**src/pkg/tccu_pkg.sv**
```systemverilog
// package of constants and types for the timer capture/compare block
package tccu_pkg;
  // ----------------------------------------
  // widths and counts
  // ----------------------------------------
  localparam int FILTER_SAMPLES = 4;
  localparam int MODE_W         = 4;
  localparam int COM_W          = 2;

  // ----------------------------------------
  // reset values and counter maximum
  // ----------------------------------------
  localparam logic [15:0] CAPTURE_RST = 16'h0000;
  localparam logic [15:0] COMPARE_RST = 16'h0000;
  localparam logic [7:0]  LATCH_RST   = 8'h00;
  localparam logic [15:0] COUNT_MAX   = 16'hffff;

  // ----------------------------------------
  // waveform modes referenced by the logic
  // ----------------------------------------
  localparam logic [MODE_W-1:0] MODE_NORMAL   = 4'h0;
  localparam logic [MODE_W-1:0] MODE_CTC_A    = 4'h4;
  localparam logic [MODE_W-1:0] MODE_CTC_CAP  = 4'hc;
  localparam logic [MODE_W-1:0] MODE_RSVD     = 4'hd;

  // ----------------------------------------
  // compare output actions
  // ----------------------------------------
  localparam logic [COM_W-1:0] COM_NONE   = 2'h0;
  localparam logic [COM_W-1:0] COM_TOGGLE = 2'h1;
  localparam logic [COM_W-1:0] COM_CLEAR  = 2'h2;
  localparam logic [COM_W-1:0] COM_SET    = 2'h3;

  // byte access selector for the 8-bit register port
  typedef enum logic [2:0] {
    SEL_CAP_LOW,
    SEL_CAP_HIGH,
    SEL_CMPA_LOW,
    SEL_CMPA_HIGH,
    SEL_CMPB_LOW,
    SEL_CMPB_HIGH,
    SEL_NONE
  } tccu_sel_t;
endpackage

```
**src/pkg/tccu_filt_if.sv**
```systemverilog
// interface between the capture path and its noise filter
`timescale 1ns/1ps
`default_nettype none
interface tccu_filt_if;
  logic sampleIn;
  logic enable;
  logic filtered;
  modport owner  (output sampleIn, output enable, input filtered);
  modport filter (input sampleIn, input enable, output filtered);
endinterface
`default_nettype wire

```
**src/design/tccu_capture_compare.sv**
```systemverilog
// input capture and two-channel output compare of a 16-bit timer
`timescale 1ns/1ps
`default_nettype none
module tccu_capture_compare
  import tccu_pkg::*;
(
  // clock and reset
  input  wire logic              clk,
  input  wire logic              arst_n,
  // timer context
  input  wire logic              timerTick,
  input  wire logic [15:0]       counterValue,
  input  wire logic              counterWrite,
  input  wire logic              atTop,
  input  wire logic              atBottom,
  input  wire logic [MODE_W-1:0] waveformMode,
  // capture control
  input  wire logic              capturePin,
  input  wire logic              comparatorOutput,
  input  wire logic              comparatorCaptureSelect,
  input  wire logic              captureFilterEnable,
  input  wire logic              captureEdgeRising,
  input  wire logic              captureIrqEnable,
  input  wire logic              captureIrqAck,
  input  wire logic              captureFlagClear,
  // compare control
  input  wire logic [1:0]        compareIrqEnable,
  input  wire logic [1:0]        compareIrqAck,
  input  wire logic [1:0]        compareFlagClear,
  input  wire logic [1:0]        forceStrobe,
  input  wire logic [COM_W-1:0]  compareOutputModeA,
  input  wire logic [COM_W-1:0]  compareOutputModeB,
  // 8-bit register port
  input  wire logic              regRead,
  input  wire logic              regWrite,
  input  wire tccu_sel_t         regSel,
  input  wire logic [7:0]        regWdata,
  output logic [7:0]             regRdata,
  // status and outputs
  output logic [15:0]            captureValue,
  output logic                   captureFlag,
  output logic                   captureIrq,
  output logic [1:0]             compareFlag,
  output logic [1:0]             compareIrq,
  output logic [1:0]             compareOutput,
  output logic [15:0]            topValueA
);
  // ----------------------------------------
  // mode decode
  // ----------------------------------------
  function automatic logic isPwm(input logic [MODE_W-1:0] m);
    return !(m == MODE_NORMAL || m == MODE_CTC_A || m == MODE_CTC_CAP || m == MODE_RSVD);
  endfunction

  function automatic logic capIsTop(input logic [MODE_W-1:0] m);
    return m == 4'h8 || m == 4'ha || m == MODE_CTC_CAP || m == 4'he;
  endfunction

  wire pwmMode     = isPwm(waveformMode);
  wire captureLive = !capIsTop(waveformMode);
  // dual-slope modes reload at bottom, single-slope at top
  wire dualSlope   = (waveformMode >= 4'h1 && waveformMode <= 4'h3) ||
                     (waveformMode >= 4'h8 && waveformMode <= 4'hb);
  wire reloadPoint = timerTick && (dualSlope ? atBottom : atTop);

  // ----------------------------------------
  // capture trigger path
  // ----------------------------------------
  // the pin is sampled as a level, so port-driven changes capture too
  wire triggerSrc = comparatorCaptureSelect ? comparatorOutput : capturePin;

  tccu_filt_if filtLink ();
  assign filtLink.sampleIn = triggerSrc;
  assign filtLink.enable   = captureFilterEnable;

  // adds the four-cycle delay when enabled
  tccu_noise_filter #(
    .SAMPLES (FILTER_SAMPLES)
  ) u_filter (
    .clk    (clk),
    .arst_n (arst_n),
    .link   (filtLink.filter)
  );

  logic edgePrev_reg;
  always_ff @(posedge clk or negedge arst_n)
    if (!arst_n)
      edgePrev_reg <= 1'b0;
    else
      edgePrev_reg <= filtLink.filtered;

  // a source switch shows as an edge here; software clears the flag
  wire riseSeen   = filtLink.filtered && !edgePrev_reg;
  wire fallSeen   = !filtLink.filtered && edgePrev_reg;
  wire captureHit = captureLive && (captureEdgeRising ? riseSeen : fallSeen);

  // ----------------------------------------
  // capture register and flag
  // ----------------------------------------
  logic [15:0] capture_reg;
  logic        capFlag_reg;

  always_ff @(posedge clk or negedge arst_n)
    if (!arst_n)
      capture_reg <= CAPTURE_RST;
    else if (captureHit)
      capture_reg <= counterValue;

  // set wins over a clear in the same cycle; software clears by writing one
  always_ff @(posedge clk or negedge arst_n)
    if (!arst_n)
      capFlag_reg <= 1'b0;
    else if (captureHit)
      capFlag_reg <= 1'b1;
    else if (captureFlagClear || captureIrqAck)
      capFlag_reg <= 1'b0;

  // ----------------------------------------
  // byte access decode and shared latch
  // ----------------------------------------
  wire wrHighA  = regWrite && regSel == SEL_CMPA_HIGH;
  wire wrHighB  = regWrite && regSel == SEL_CMPB_HIGH;
  wire wrHighC  = regWrite && regSel == SEL_CAP_HIGH;
  wire rdCapLow = regRead && regSel == SEL_CAP_LOW;
  wire [1:0] wrLow = {regWrite && regSel == SEL_CMPB_LOW,
                      regWrite && regSel == SEL_CMPA_LOW};

  logic [7:0] latch_reg;
  always_ff @(posedge clk or negedge arst_n)
    if (!arst_n)
      latch_reg <= LATCH_RST;
    else if (wrHighA || wrHighB || wrHighC)
      latch_reg <= regWdata;
    else if (rdCapLow)
      latch_reg <= capture_reg[15:8];

  // ----------------------------------------
  // compare channels
  // ----------------------------------------
  logic [15:0] cmp_reg  [2];
  logic [15:0] buf_reg  [2];
  logic [1:0]  cmpFlag_reg;
  logic [1:0]  ocState_reg;
  logic        block_reg;
  wire  [1:0]  matchNow;
  wire  [COM_W-1:0] comMode [2];
  assign comMode[0] = compareOutputModeA;
  assign comMode[1] = compareOutputModeB;

  // a counter write blocks matches over the following timer tick
  always_ff @(posedge clk or negedge arst_n)
    if (!arst_n)
      block_reg <= 1'b0;
    else if (counterWrite)
      block_reg <= 1'b1;
    else if (timerTick)
      block_reg <= 1'b0;

  genvar ch;
  generate
    for (ch = 0; ch < 2; ch++)
    begin : g_chan
      wire [15:0] newWord  = {latch_reg, regWdata};
      // with the block a counter written equal to the compare value misses that match
      assign matchNow[ch] = timerTick && !block_reg && !counterWrite &&
                            counterValue == cmp_reg[ch];
      wire forceHit = forceStrobe[ch] && !pwmMode;

      // writes go to the buffer in PWM modes, else straight
      always_ff @(posedge clk or negedge arst_n)
        if (!arst_n)
          buf_reg[ch] <= COMPARE_RST;
        else if (wrLow[ch])
          buf_reg[ch] <= newWord;

      always_ff @(posedge clk or negedge arst_n)
        if (!arst_n)
          cmp_reg[ch] <= COMPARE_RST;
        else if (wrLow[ch] && !pwmMode)
          cmp_reg[ch] <= newWord;
        else if (pwmMode && reloadPoint)
          cmp_reg[ch] <= buf_reg[ch];

      // flag registered at the end of the tick that sees equality; set wins over clear
      always_ff @(posedge clk or negedge arst_n)
        if (!arst_n)
          cmpFlag_reg[ch] <= 1'b0;
        else if (matchNow[ch])
          cmpFlag_reg[ch] <= 1'b1;
        else if (compareFlagClear[ch] || compareIrqAck[ch])
          cmpFlag_reg[ch] <= 1'b0;

      // mode bits read live each cycle; state kept across mode change
      wire act = matchNow[ch] || forceHit;
      always_ff @(posedge clk or negedge arst_n)
        if (!arst_n)
          ocState_reg[ch] <= 1'b0;
        else if (act)
          case (comMode[ch])
            COM_TOGGLE: ocState_reg[ch] <= !ocState_reg[ch];
            COM_CLEAR:  ocState_reg[ch] <= 1'b0;
            COM_SET:    ocState_reg[ch] <= 1'b1;
            default:    ocState_reg[ch] <= ocState_reg[ch];
          endcase
    end
  endgenerate

  // ----------------------------------------
  // read data and outputs
  // ----------------------------------------
  logic [7:0] rdata_reg;
  logic [7:0] rdata_next;

  always_comb
  begin
    case (regSel)
      SEL_CAP_LOW:   rdata_next = capture_reg[7:0];
      SEL_CAP_HIGH:  rdata_next = latch_reg;
      SEL_CMPA_LOW:  rdata_next = pwmMode ? buf_reg[0][7:0] : cmp_reg[0][7:0];
      SEL_CMPA_HIGH: rdata_next = pwmMode ? buf_reg[0][15:8] : cmp_reg[0][15:8];
      SEL_CMPB_LOW:  rdata_next = pwmMode ? buf_reg[1][7:0] : cmp_reg[1][7:0];
      SEL_CMPB_HIGH: rdata_next = pwmMode ? buf_reg[1][15:8] : cmp_reg[1][15:8];
      default:       rdata_next = 8'h00;
    endcase
  end

  always_ff @(posedge clk or negedge arst_n)
    if (!arst_n)
      rdata_reg <= 8'h00;
    else if (regRead)
      rdata_reg <= rdata_next;

  assign regRdata      = rdata_reg;
  assign captureValue  = capture_reg;
  assign captureFlag   = capFlag_reg;
  assign captureIrq    = capFlag_reg && captureIrqEnable;
  assign compareFlag   = cmpFlag_reg;
  assign compareIrq    = cmpFlag_reg & compareIrqEnable;
  assign compareOutput = ocState_reg;
  assign topValueA     = cmp_reg[0];
endmodule
`default_nettype wire

```
**src/design/tccu_noise_filter.sv**
```systemverilog
// four-sample noise filter for the capture trigger
`timescale 1ns/1ps
`default_nettype none
module tccu_noise_filter
  import tccu_pkg::*;
#(
  parameter int SAMPLES = FILTER_SAMPLES
)
(
  // clock and reset
  input  wire logic clk,
  input  wire logic arst_n,
  // filter link
  tccu_filt_if.filter link
);
  logic [SAMPLES-2:0] hist_reg;
  logic               out_reg;
  // the live sample is the newest of the window, so the output moves on the
  // edge of the last agreeing sample and the added delay stays at SAMPLES cycles
  wire  [SAMPLES-1:0] window  = {hist_reg, link.sampleIn};
  wire                allHigh = &window;
  wire                allLow  = ~|window;

  // history runs on the system clock, never on the prescaled tick
  always_ff @(posedge clk or negedge arst_n)
    if (!arst_n)
      hist_reg <= '0;
    else
      hist_reg <= {hist_reg[SAMPLES-3:0], link.sampleIn};

  // output moves only when every stored sample agrees
  always_ff @(posedge clk or negedge arst_n)
    if (!arst_n)
      out_reg <= 1'b0;
    else if (allHigh)
      out_reg <= 1'b1;
    else if (allLow)
      out_reg <= 1'b0;

  // bypassed while the enable is clear
  assign link.filtered = link.enable ? out_reg : link.sampleIn;
endmodule
`default_nettype wire

```
**config.mk**
```make
export PLATFORM = sky130hd
export DESIGN_NAME = tccu_capture_compare
export DESIGN_NICKNAME = d
export VERILOG_FILES = /design/src/pkg/tccu_pkg.sv /design/src/pkg/tccu_filt_if.sv /design/src/design/tccu_capture_compare.sv /design/src/design/tccu_noise_filter.sv
export SDC_FILE = /design/constraint.sdc
export NUM_CORES = 1
export LEC_CHECK = 0
export BUFFER_PORTS_ARGS = -buffer_cell sky130_fd_sc_hd__buf_2
export CORE_ASPECT_RATIO = 0.7
export CORE_MARGIN = 3
export CORE_UTILIZATION = 58
export CTS_BUF_LIST = sky130_fd_sc_hd__clkbuf_8
export CTS_CLUSTER_DIAMETER = 50
export CTS_CLUSTER_SIZE = 16
export DETAILED_ROUTE_END_ITERATION = 10
export HOLD_SLACK_MARGIN = 0.06
export PLACE_DENSITY = 0.88
export REMOVE_ABC_BUFFERS = 1
export SLEW_MARGIN = 25
export SYNTH_ARGS = -nofsm -noshare
export SYNTH_HDL_FRONTEND = slang
export SYNTH_SLANG_ARGS = --single-unit
```
**constraint.sdc**
```tcl
create_clock -name clk -period 2.15 [get_ports clk]
set_input_delay 0.43 -clock clk [delete_from_list [all_inputs] [get_ports clk]]
set_output_delay 0.43 -clock clk [all_outputs]
set_load 0.05 [all_outputs]
```
# --- Yosys cells after proc, flatten, opt, wreduce, memory -nomap -nowiden ---
# Cells that the tools add are included.
totals:
  regBits: 107
  input_bits: 59
  out_inout_bits: 48
  elab_cells: 127
op_classes:
  order_cmp: 4
  n_eq_ne: 20
  muxes: 27
  bitwise_logic: 1
  n_reduce_logical: 59
ops:
  columns: ["cell", "n"]
  rows:
  - ["two-way mux 16 bit", 4]
  - ["two-way mux 8 bit", 6]
  - ["one-hot mux 8 bit (6 select lines)", 1]
  - ["equality test 16 bit", 2]
  - ["logical AND 1 bit", 22]
  - ["equality test 4 bit (second input constant)", 5]
  - ["logical OR 1 bit", 14]
  - ["two-way mux 1 bit", 14]
  - ["nonzero test 2 bit", 7]
  - ["equality test 2 bit (second input constant)", 4]
  - ["zero test 1 bit", 8]
  - ["equality test 3 x 2 -> 1 bit (second input constant)", 2]
  - ["equality test 3 bit (second input constant)", 2]
  - ["one-hot mux 1 bit (3 select lines)", 2]
  - ["nonzero test 3 bit", 2]
  - ["equality test 2 x 1 -> 1 bit (second input constant)", 2]
  - ["equality test 4 x 3 -> 1 bit (second input constant)", 1]
  - [">= comparator 4 x 1 -> 1 bit (second input constant)", 1]
  - [">= comparator 4 bit (second input constant)", 1]
  - ["<= comparator 4 x 2 -> 1 bit (second input constant)", 1]
  - ["<= comparator 4 bit (second input constant)", 1]
  - ["zero test 4 bit", 1]
  - ["AND reduction 2 bit", 2]
  - ["AND reduction 4 bit", 1]
  - ["other kinds (5)", 5]

# --- Longest topological paths before layout ---
# Gate-level depths: netlist of the first run.
depth:
  ltp_word: 8
  depth_mapped: 9
  depth_no_buf: 5

# --- Cells and area by module ---
# From an unflattened synthesis of the first run, not the netlist that was laid out.
unflattened:
  cells_unflattened: 522
  hier_area_um2: 5764.3
modules_own_cells:
  columns: ["mod", "instances", "cells_per_inst", "area_each_um2", "seq_area_each_um2"]
  rows:
  - ["tccu_capture_compare", 1, 514, 5626.6, 2577.5]
  - ["tccu_noise_filter", 1, 8, 137.6, 100.1]

# --- Worst setup path before layout of the first run ---
# OpenSTA, ideal clock, no wires.
synth_timing:
  path_kind: "input port to flip-flop"
  startpoint: "in comparatorCaptureSelect"
  endpoint: "reg capture_reg[10], in the netlist captureValue[10]"
  setup_ns: 0.125
  arrival_time_ns: 1.930
  required_ns: 2.025
  path_slack_ns: 0.095
  stages: 6
  n_path_buf: 1
  path_cell_list: "mux2_4 -> mux2_4 -> mux2i_1 -> a21oi_2 -> buf_6 -> mux2_4"
synth_via:
  elab_chain_len: 6
  elab_cells_between_ends: 7
  classes_between: "3 x mux; 4 x reduce/logical"
synth_rtl:
  columns: ["item", "line", "text"]
  rows:
  - ["start: declaration", "tccu_capture_compare.sv:20", "input wire logic comparatorCaptureSelect,"]
  - ["two-way mux 1 bit *", "tccu_capture_compare.sv:70", "wire triggerSrc = comparatorCaptureSelect ? comparatorOutput : capturePin;"]
  - ["two-way mux 1 bit *", "tccu_noise_filter.sv:41", "assign link.filtered = link.enable ? out_reg : link.sampleIn;"]
  - ["named net filtLink.filtered", "tccu_filt_if.sv:7", "logic filtered;"]
  - ["zero test 1 bit", "tccu_capture_compare.sv:94", "wire fallSeen = !filtLink.filtered && edgePrev_reg;"]
  - ["logical AND 1 bit", "tccu_capture_compare.sv:94", null]
  - ["two-way mux 1 bit *", "tccu_capture_compare.sv:95", "wire captureHit = captureLive && (captureEdgeRising ? riseSeen : fallSeen);"]
  - ["logical AND 1 bit *", "tccu_capture_compare.sv:95", null]
  - ["end signal: assignment", "tccu_capture_compare.sv:107", "capture_reg <= counterValue;"]
  - ["end: declaration", "tccu_capture_compare.sv:100", "logic [15:0] capture_reg;"]
# The timed path passes the listed nets; every way through them passes the cells marked *.
# A chain may end at the register's enable or synchronous reset.

# --- Final worst setup path of the first run ---
layout_timing:
  startpoint: "reg block_reg"
  endpoint: "reg ocState_reg[0], in the netlist compareOutput[0]"
layout_via:
  elab_chain_len: 6
layout_rtl:
  columns: ["item", "line", "text"]
  rows:
  - ["start: declaration", "tccu_capture_compare.sv:144", "logic block_reg;"]
  - ["start signal: assignment", "tccu_capture_compare.sv:153", "block_reg <= 1'b0;"]
  - ["start signal: assignment", "tccu_capture_compare.sv:155", "block_reg <= 1'b1;"]
  - ["start signal: assignment", "tccu_capture_compare.sv:157", "block_reg <= 1'b0;"]
  - ["zero test 1 bit", "tccu_capture_compare.sv:165", "assign matchNow[ch] = timerTick && !block_reg && !counterWrite &&"]
  - ["logical AND 1 bit (3 in a row)", "tccu_capture_compare.sv:165", null]
  - ["logical OR 1 bit", "tccu_capture_compare.sv:194", "wire act = matchNow[ch] || forceHit;"]
  - ["AND reduction 2 bit (no line)", null, null]
  - ["end signal: indexed assignment", "tccu_capture_compare.sv:200", "COM_TOGGLE: ocState_reg[ch] <= !ocState_reg[ch];"]
  - ["end signal: indexed assignment", "tccu_capture_compare.sv:203", "default: ocState_reg[ch] <= ocState_reg[ch];"]
  - ["end: declaration", "tccu_capture_compare.sv:143", "logic [1:0] ocState_reg;"]
# No other way between the ends.

==> results of run 1 <==
[power breakdown]
group / leakage (nW) / switching, mW / total, mW / internal [mW]
Clock: 0.117 / 0.677 / 1.39 / 0.714
Sequential: 1.30 / 0.621 / 3.22 / 2.60
Combinational: 1.76 / 1.69 / 2.69 / 1.00
[cells by family (layout without fill, tap and decap cells)]
group	after synthesis	after routing	synth area share [%]
compound gates	114	114	14.1
mux	84	84	16.7
simple gates	143	143	11.8
buf+inv	57	171	5.37
xor+xnor	32	32	4.93
flops	107	107	47.1
[critical path, cell delays in order, from the launching register on]
cell	delay [ns]
dfrtp_1	0.40
or3b_2	0.49
nor4_1	0.40
nand2_1	0.14
a311oi_1	0.32
nand2_1	0.09
[final cells by class]
| class | count | area [um^2] |
|---|---|---|
| multi-input cells | 373 | 2700 |
| repair buffers | 145 | 891 |
| clock buffers | 11 | 151 |
| flip-flops and latches | 107 | 2680 |
| fillers | 673 | 2600 |
| clock inverters | 5 | 76.3 |
| inverters | 10 | 37.5 |
| well taps | 124 | 155 |
[stage by stage]
stage | std cells | instance area, um^2 | TNS [ns] | utilization (%)
floorplan | 490 | 5420 | -2.20 | -
global placement | 758 | 6450 | 0 | 69.5
detailed placement | 758 | 6450 | -0.125 | 69.5
CTS | 775 | 6690 | 0 | 72.0
global route | 775 | 6690 | 0 | 72.0
finish | 775 | 6690 | 0 | 72.0
[cell usage after synthesis (all sizes together) (10+ instances only)]
library cell  number
nand2             49
inv               10
mux2              54
clkbuf            11
nor3              16
o22ai             16
a211oi            11
a31oi             12
xnor2             13
o21ai             12
a21o              11
nand3             16
mux2i             30
xor2              19
buf               36
dfrtp            107
nor2              29
a21oi             17
[layer usage]
metal | GRT usage (%) | vias to the layer above
met1 | 42.1 | 2433
met4 | 11.4 | 0
met2 | 48.1 | 332
met3 | 8.26 | 33
met5 | 0 | -
li1 | - | 2147
[path summary, 6_finish.rpt]
kind / from / end / slack, ns
min in group asynchronous: arst_n / latch_reg[6] / 0.52
min: counterWrite / block_reg / 0.24
max reg2reg: block_reg / compareOutput[0] / 0.21
max: block_reg / compareOutput[0] / 0.21
min reg2reg: u_filter.hist_reg[0] / u_filter.hist_reg[1] / 0.39
max in group asynchronous: arst_n / cmp_reg[2] / 1.07
==> implementation parameters, run 1 <==
Parameter                              Value

Status
  Status ... completed

Synthesis
  Cells after synthesis ... about 540
  Post-synth ARST share ... 100%
  Avg Inst Size Synth ... 10.6 um^2
  Count of cell types in the netlist ... 50
  Ys flop type ... dfrtp_1
  Count of warnings emitted by yosys ... 0
  Mapped cell area ... 5680 um^2
  Flip-flop and latch count after synthesis ... about 110
  Sequential area share after synthesis ... 47.1%
  Most area-consuming cells after synthesis ... dfrtp_1 (47%), mux2_2 (8.5%), mux2i_1 (5.3%)
  Cell type with the largest total area after synthesis ... dfrtp_1
  Area share of the largest cell type after synthesis ... 47.1%
  Number of flops mapped to enable cells by yosys ... 0

Critical path
  Highest fanout seen on the critical path ... 2
  Required time worst endpoint ... about 2.4 ns
  Type of origin of the critical path ... flip-flop
  Endpoint arrival time on the critical path ... ~2.2 ns
  Worst Setup Path Type ... flip-flop to flip-flop
  Kind of capture point of the worst setup path ... flip-flop
  Worst R2R Path Depth ... 5

Routing
  Highest routed layer ... met4
  Average vias per placed instance ... 6.38
  Count of routing violations after the opening detailed-route iteration ... 542
  WL met2 ... ~7.5 mm
  Total via count after detailed routing ... 4945
  Length of routed wiring on met1 ... 6.99 mm
  Final routed wirelength across all metal layers ... 16.6 mm
  Final routed DRC violation total ... 0
  Detailed-router iteration count before antenna repair ... 5
  Wire length on met3 ... 1.85 mm
  Per-cell routed wire length ... ~21 um
  Count of antenna-violating nets left after detailed routing ... 0

CTS
  Htree depth ... 3
  Post-CTS setup repair buffer count ... 0
  Insertion delay of the later-clocked pin in the worst-skew pair ... 0.38 ns
  Clock tree from TritonCTS ... built
  Number of hold buffers added after cts ... 1
  Max Buffers Root-to-Sink ... 2
  Clock-pin transition on the worst setup and hold timing paths ... 0.09 ns
  Number of clock sinks ... 107
  CTS buffer count ... 9
  Root buffer cell ... clkbuf_8
  Number of cells upsized or downsized after cts ... 0

Power and ir drop
  Static power due to leakage ... between 3 and 4 nW
  Total power ... 7.29 mW
  Power per cell area ... between 1000 and 1500 nW/um^2
  Peak supply drop ... 0.000737 V

Job
  MaxCap Viol Count ... 0

Floorplan
  Overall die height ... 88.8 um
  Total Die Area ... 11000 um^2
  Number of standard-cell rows in the floorplan ... 29
  Starting Density ... between 60% and 70%
  Die Wd ... 124 um
  Placeable core region ... 9290 um^2
  Count of pins on the block boundary ... 107

GRT
  Global-route wire length before repair ... 26.3 mm
  Vias in the first global route ... 4900
  Initial antenna violation count ... 0
  Grt total ovfl ... 0
  Total global-route track usage ... 30.8%
  Largest net degree at the start of global routing ... 37

Final layout
  Most frequent cells in the layout ... dfrtp_1 (107), buf_2 (105), nand2_1 (49)
  Layout overhead on the synthesized area ... 17.7%
  Layout net count ... 705
  Commonest non-fill, non-tap cell in the layout ... dfrtp_1
  Fraction of layout cells with a size suffix above 1 ... roughly 34%
  Number of antenna cells inserted ... 0
  Flip-flop count of the largest register, all copies and words added ... 32

Timing
  RSZ-0062 raised after global routing ... no
  Transition time at the pin with the least slew margin ... 0.611 ns
  Max Slew Vio Count ... 0
  Number of endpoints with negative hold slack in the final report ... 0
  Worst clock skew on the final layout ... 0.00698 ns
  Number of failing setup endpoints in the final timing report ... 0
  Shortest clock period the worst path allows after layout ... slightly below 2 ns
  Worst slew margin ... 59.2%
  F_max ... 0.515 GHz
  Post-route setup slack ... 0.209 ns
  Crit share post-route ... 90.3%
  Final hold slack ... 0.245 ns

Placed design
  HPWL reported at the end of detailed placement ... 12.1 mm
  Minimum setup slack after placement ... -0.0359 ns
  GPL Wtd Cong ... 0.933
  Total of buffers placed on input and output ports ... roughly 110

Hold path
  Number of stages on the worst hold path ... 2
  Worst min-delay path category ... input pin to flip-flop
Note: power is estimated with default switching activity, not from simulation.
==> run 2: changes to the inputs <==
--- a/config.mk
+++ b/config.mk
@@ -15,6 +15,7 @@
 export DETAILED_ROUTE_END_ITERATION = 10
 export HOLD_SLACK_MARGIN = 0.06
 export PLACE_DENSITY = 0.88
+export RECOVER_POWER = 50
 export REMOVE_ABC_BUFFERS = 1
 export SLEW_MARGIN = 25
 export SYNTH_ARGS = -nofsm -noshare
==> run 2 against run 1 <==
Compared with the run above: wire length is 0.31% lower; first-iteration DRC count fell by 7.0%; hold slack gained 0.0029 ns; final area is 1.0% lower; core utilization is 0.75 points lower; sequential power about the same; cell count did not move; setup slack worse by 0.038 ns; highest routed layer unchanged; sequential cell count did not move; clock skew down 0.0018 ns; largest power group unchanged; global-route usage is the same; critical endpoint is now regRdata[4].
==> implementation parameters, run 2 (synthesis gave the netlist of run 1 again) <==
Parameter                              Value

Routing
  Average vias per placed instance ... 6.31 (-1.1%)
  Total via count after detailed routing ... 4893 (-1.1%)
  Detailed-router iteration count before antenna repair ... 5 (unchanged)
  Final routed DRC violation total ... 0 (unchanged)
  Final routed wirelength across all metal layers ... 16.6 mm (-0.31%)
  Count of antenna-violating nets left after detailed routing ... 0 (unchanged)
  Per-cell routed wire length ... 21.4 um (-0.31%)
  Count of routing violations after the opening detailed-route iteration ... 504 (-7.0%)

Critical path
  R2R Path Start ... block_reg
  Worst-path cell chain ... clkbuf_1, clkbuf_2, mux2i_1, o22ai_1, a211oi_1, a21oi_1
  Required time worst endpoint ... 2.41 ns (about the same)
  Worst Setup Path Type ... input pin to flip-flop
  Worst R2R End ... compareOutput[0]
  Cell with the largest stage delay on the worst path ... clkbuf_2
  Kind of capture point of the worst setup path ... flip-flop
  CP Launch Point ... regSel[0]
  Delay contributed by the slowest stage of the critical path ... 0.55 ns (+0.06 ns)
  Type of origin of the critical path ... input pin
  Worst R2R Path Depth ... 5 (unchanged)
  Highest fanout seen on the critical path ... 19 (+17)
  Endpoint arrival time on the critical path ... 2.24 ns (+0.03 ns)
  R2R setup slack ... 0.21 ns (about the same)

Timing
  RSZ-0062 raised after global routing ... no
  Worst clock skew on the final layout ... 0.00517 ns (-0.00181 ns)
  Shortest clock period the worst path allows after layout ... 1.98 ns (+0.0381 ns)
  F_max ... 0.505 GHz (-1.9%)
  Number of failing setup endpoints in the final timing report ... 0 (unchanged)
  Number of endpoints with negative hold slack in the final report ... 0 (unchanged)
  Post-route setup slack ... 0.171 ns (-0.0381 ns)
  Worst slew margin ... 50.1% (-9.0 points)
  Crit share post-route ... 92.1% (+1.8 points)
  Transition time at the pin with the least slew margin ... 0.748 ns (+0.137 ns)
  Final sum of negative setup slack ... 0 ns (unchanged)
  Max Slew Vio Count ... 0 (unchanged)
  Final hold slack ... 0.248 ns (+0.00291 ns)

CTS
  Htree depth ... 3 (unchanged)
  Number of clock sinks ... 107 (unchanged)
  Number of cells upsized or downsized after cts ... 0 (unchanged)
  Clock-pin transition on the worst setup and hold timing paths ... 0.09 ns (about the same)
  CTS buffer count ... 9 (unchanged)
  Root buffer cell ... clkbuf_8
  Number of hold buffers added after cts ... 1 (unchanged)
  Post-CTS setup repair buffer count ... 0 (unchanged)
  Insertion delay of the later-clocked pin in the worst-skew pair ... 0.38 ns (about the same)
  Max Buffers Root-to-Sink ... 2 (unchanged)
  Clock tree from TritonCTS ... built

Final layout
  Layout net count ... 705 (unchanged)
  Flip-flop count of the largest register, all copies and words added ... 32 (unchanged)
  Number of cells in the finished layout apart from fillers ... 775 (unchanged)
  Most frequent cells in the layout ... dfrtp_1 (107), buf_2 (95), nand2_1 (49)
  Layout overhead on the synthesized area ... 16.5%
  Post-route design area ... 6620 um^2 (-1.0%)
  Commonest non-fill, non-tap cell in the layout ... dfrtp_1
  Final core utilization ... 71.3% (-0.75 points)
  Number of fill cells in the layout ... 698 (+3.7%)
  Fraction of layout cells with a size suffix above 1 ... 31.2% (-2.5 points)
  Number of antenna cells inserted ... 0 (unchanged)

Hold path
  Hold Crit Start ... counterWrite
  Worst min-delay path category ... input pin to flip-flop
  Number of stages on the worst hold path ... 2 (unchanged)
  Hold Crit Endpoint ... block_reg

Floorplan
  Number of standard-cell rows in the floorplan ... 29 (unchanged)
  Total Die Area ... 11000 um^2 (unchanged)
  Count of pins on the block boundary ... 107 (unchanged)
  Overall die height ... 88.8 um (unchanged)
  Die Wd ... 124 um (unchanged)
  Starting Density ... 61.2% (unchanged)
  Placeable core region ... 9290 um^2 (unchanged)

Placed design
  Post-placement cell count ... 758 (unchanged)
  Area after detailed placement ... 6450 um^2 (unchanged)
  HPWL reported at the end of detailed placement ... 12.1 mm (unchanged)
  Minimum setup slack after placement ... -0.0359 ns (unchanged)
  GPL Wtd Cong ... 0.933 (unchanged)
  Total of buffers placed on input and output ports ... 106 (unchanged)

GRT
  Global-route wire length before repair ... 26.3 mm (unchanged)
  Total global-route track usage ... 30.8% (unchanged)
  Initial antenna violation count ... 0 (unchanged)
  Vias in the first global route ... 4900 (unchanged)
  Largest net degree at the start of global routing ... 37 (unchanged)
  Grt total ovfl ... 0 (unchanged)

Power and ir drop
  Power per cell area ... 1100 nW/um^2 (+0.61%)
  Peak supply drop ... 0.000737 V (about the same)
  Total power ... 7.26 mW (-0.44%)
  Static power due to leakage ... 3.12 nW (-2.0%)

Status
  Status ... completed

Job
  MaxCap Viol Count ... 0 (unchanged)
-- run 2: cell types whose count changed in the layout (fill, tap and decap cells not counted) --
cell,previous run,this run
buf_12,5,3
buf_2,105,95
buf_4,34,27
clkbuf_1,0,14
clkbuf_2,0,4
clkbuf_4,0,1
mux2_1,0,2
mux2_4,11,9
-- run 2: final cells by class --
| type | count | area, um^2 | area share (%) |
|---|---|---|---|
| Clock inverter | 5 | 76.3 | 1.15 |
| Timing Repair Buffer | 145 | 828 | 12.5 |
| Clock buffer | 11 | 151 | 2.29 |
| Inverter | 10 | 37.5 | 0.567 |
| Multi-Input combinational cell | 373 | 2690 | 40.7 |
| Sequential cell | 107 | 2680 | 40.4 |
| Tap cell | 124 | 155 | 2.34 |
-- run 2: how the worst max path moves through the flow --
stage,endpoint,cells past startpoint,slack [ns]
6_report,regRdata[4],6,0.17
5_1_grt,compareOutput[1],5,0.04
4_1_cts,compareOutput[0],5,0.23
3_5_place_dp,captureValue[0],7,-0.04
3_3_place_gp,captureValue[1],7,0.03
2_1_floorplan,captureValue[0],5,-0.15
-- run 2: metal layers --
layer  track usage (%)  share of wire (%)  vias up
met5                 0                  0        -
met4              11.4                2.1        0
met3              8.26                 11       39
met2              48.1                 45      322
met1              42.1                 42     2384
li1                  -                  -     2148
-- run 2: worst max-delay path, delay by kind of cell --
family / cells / cell delay, ns
mux: 1 / 0.24
buf+inv: 2 / 0.97
compound gates: 3 / 0.59
-- run 2: report_power, final --
part	total (mW)	switching (mW)	leakage [nW]	internal (mW)
clock	1.39	0.673	0.117	0.714
sequential	3.22	0.622	1.30	2.60
combinational	2.66	1.68	1.70	0.977
total	7.26	2.98	3.12	4.29
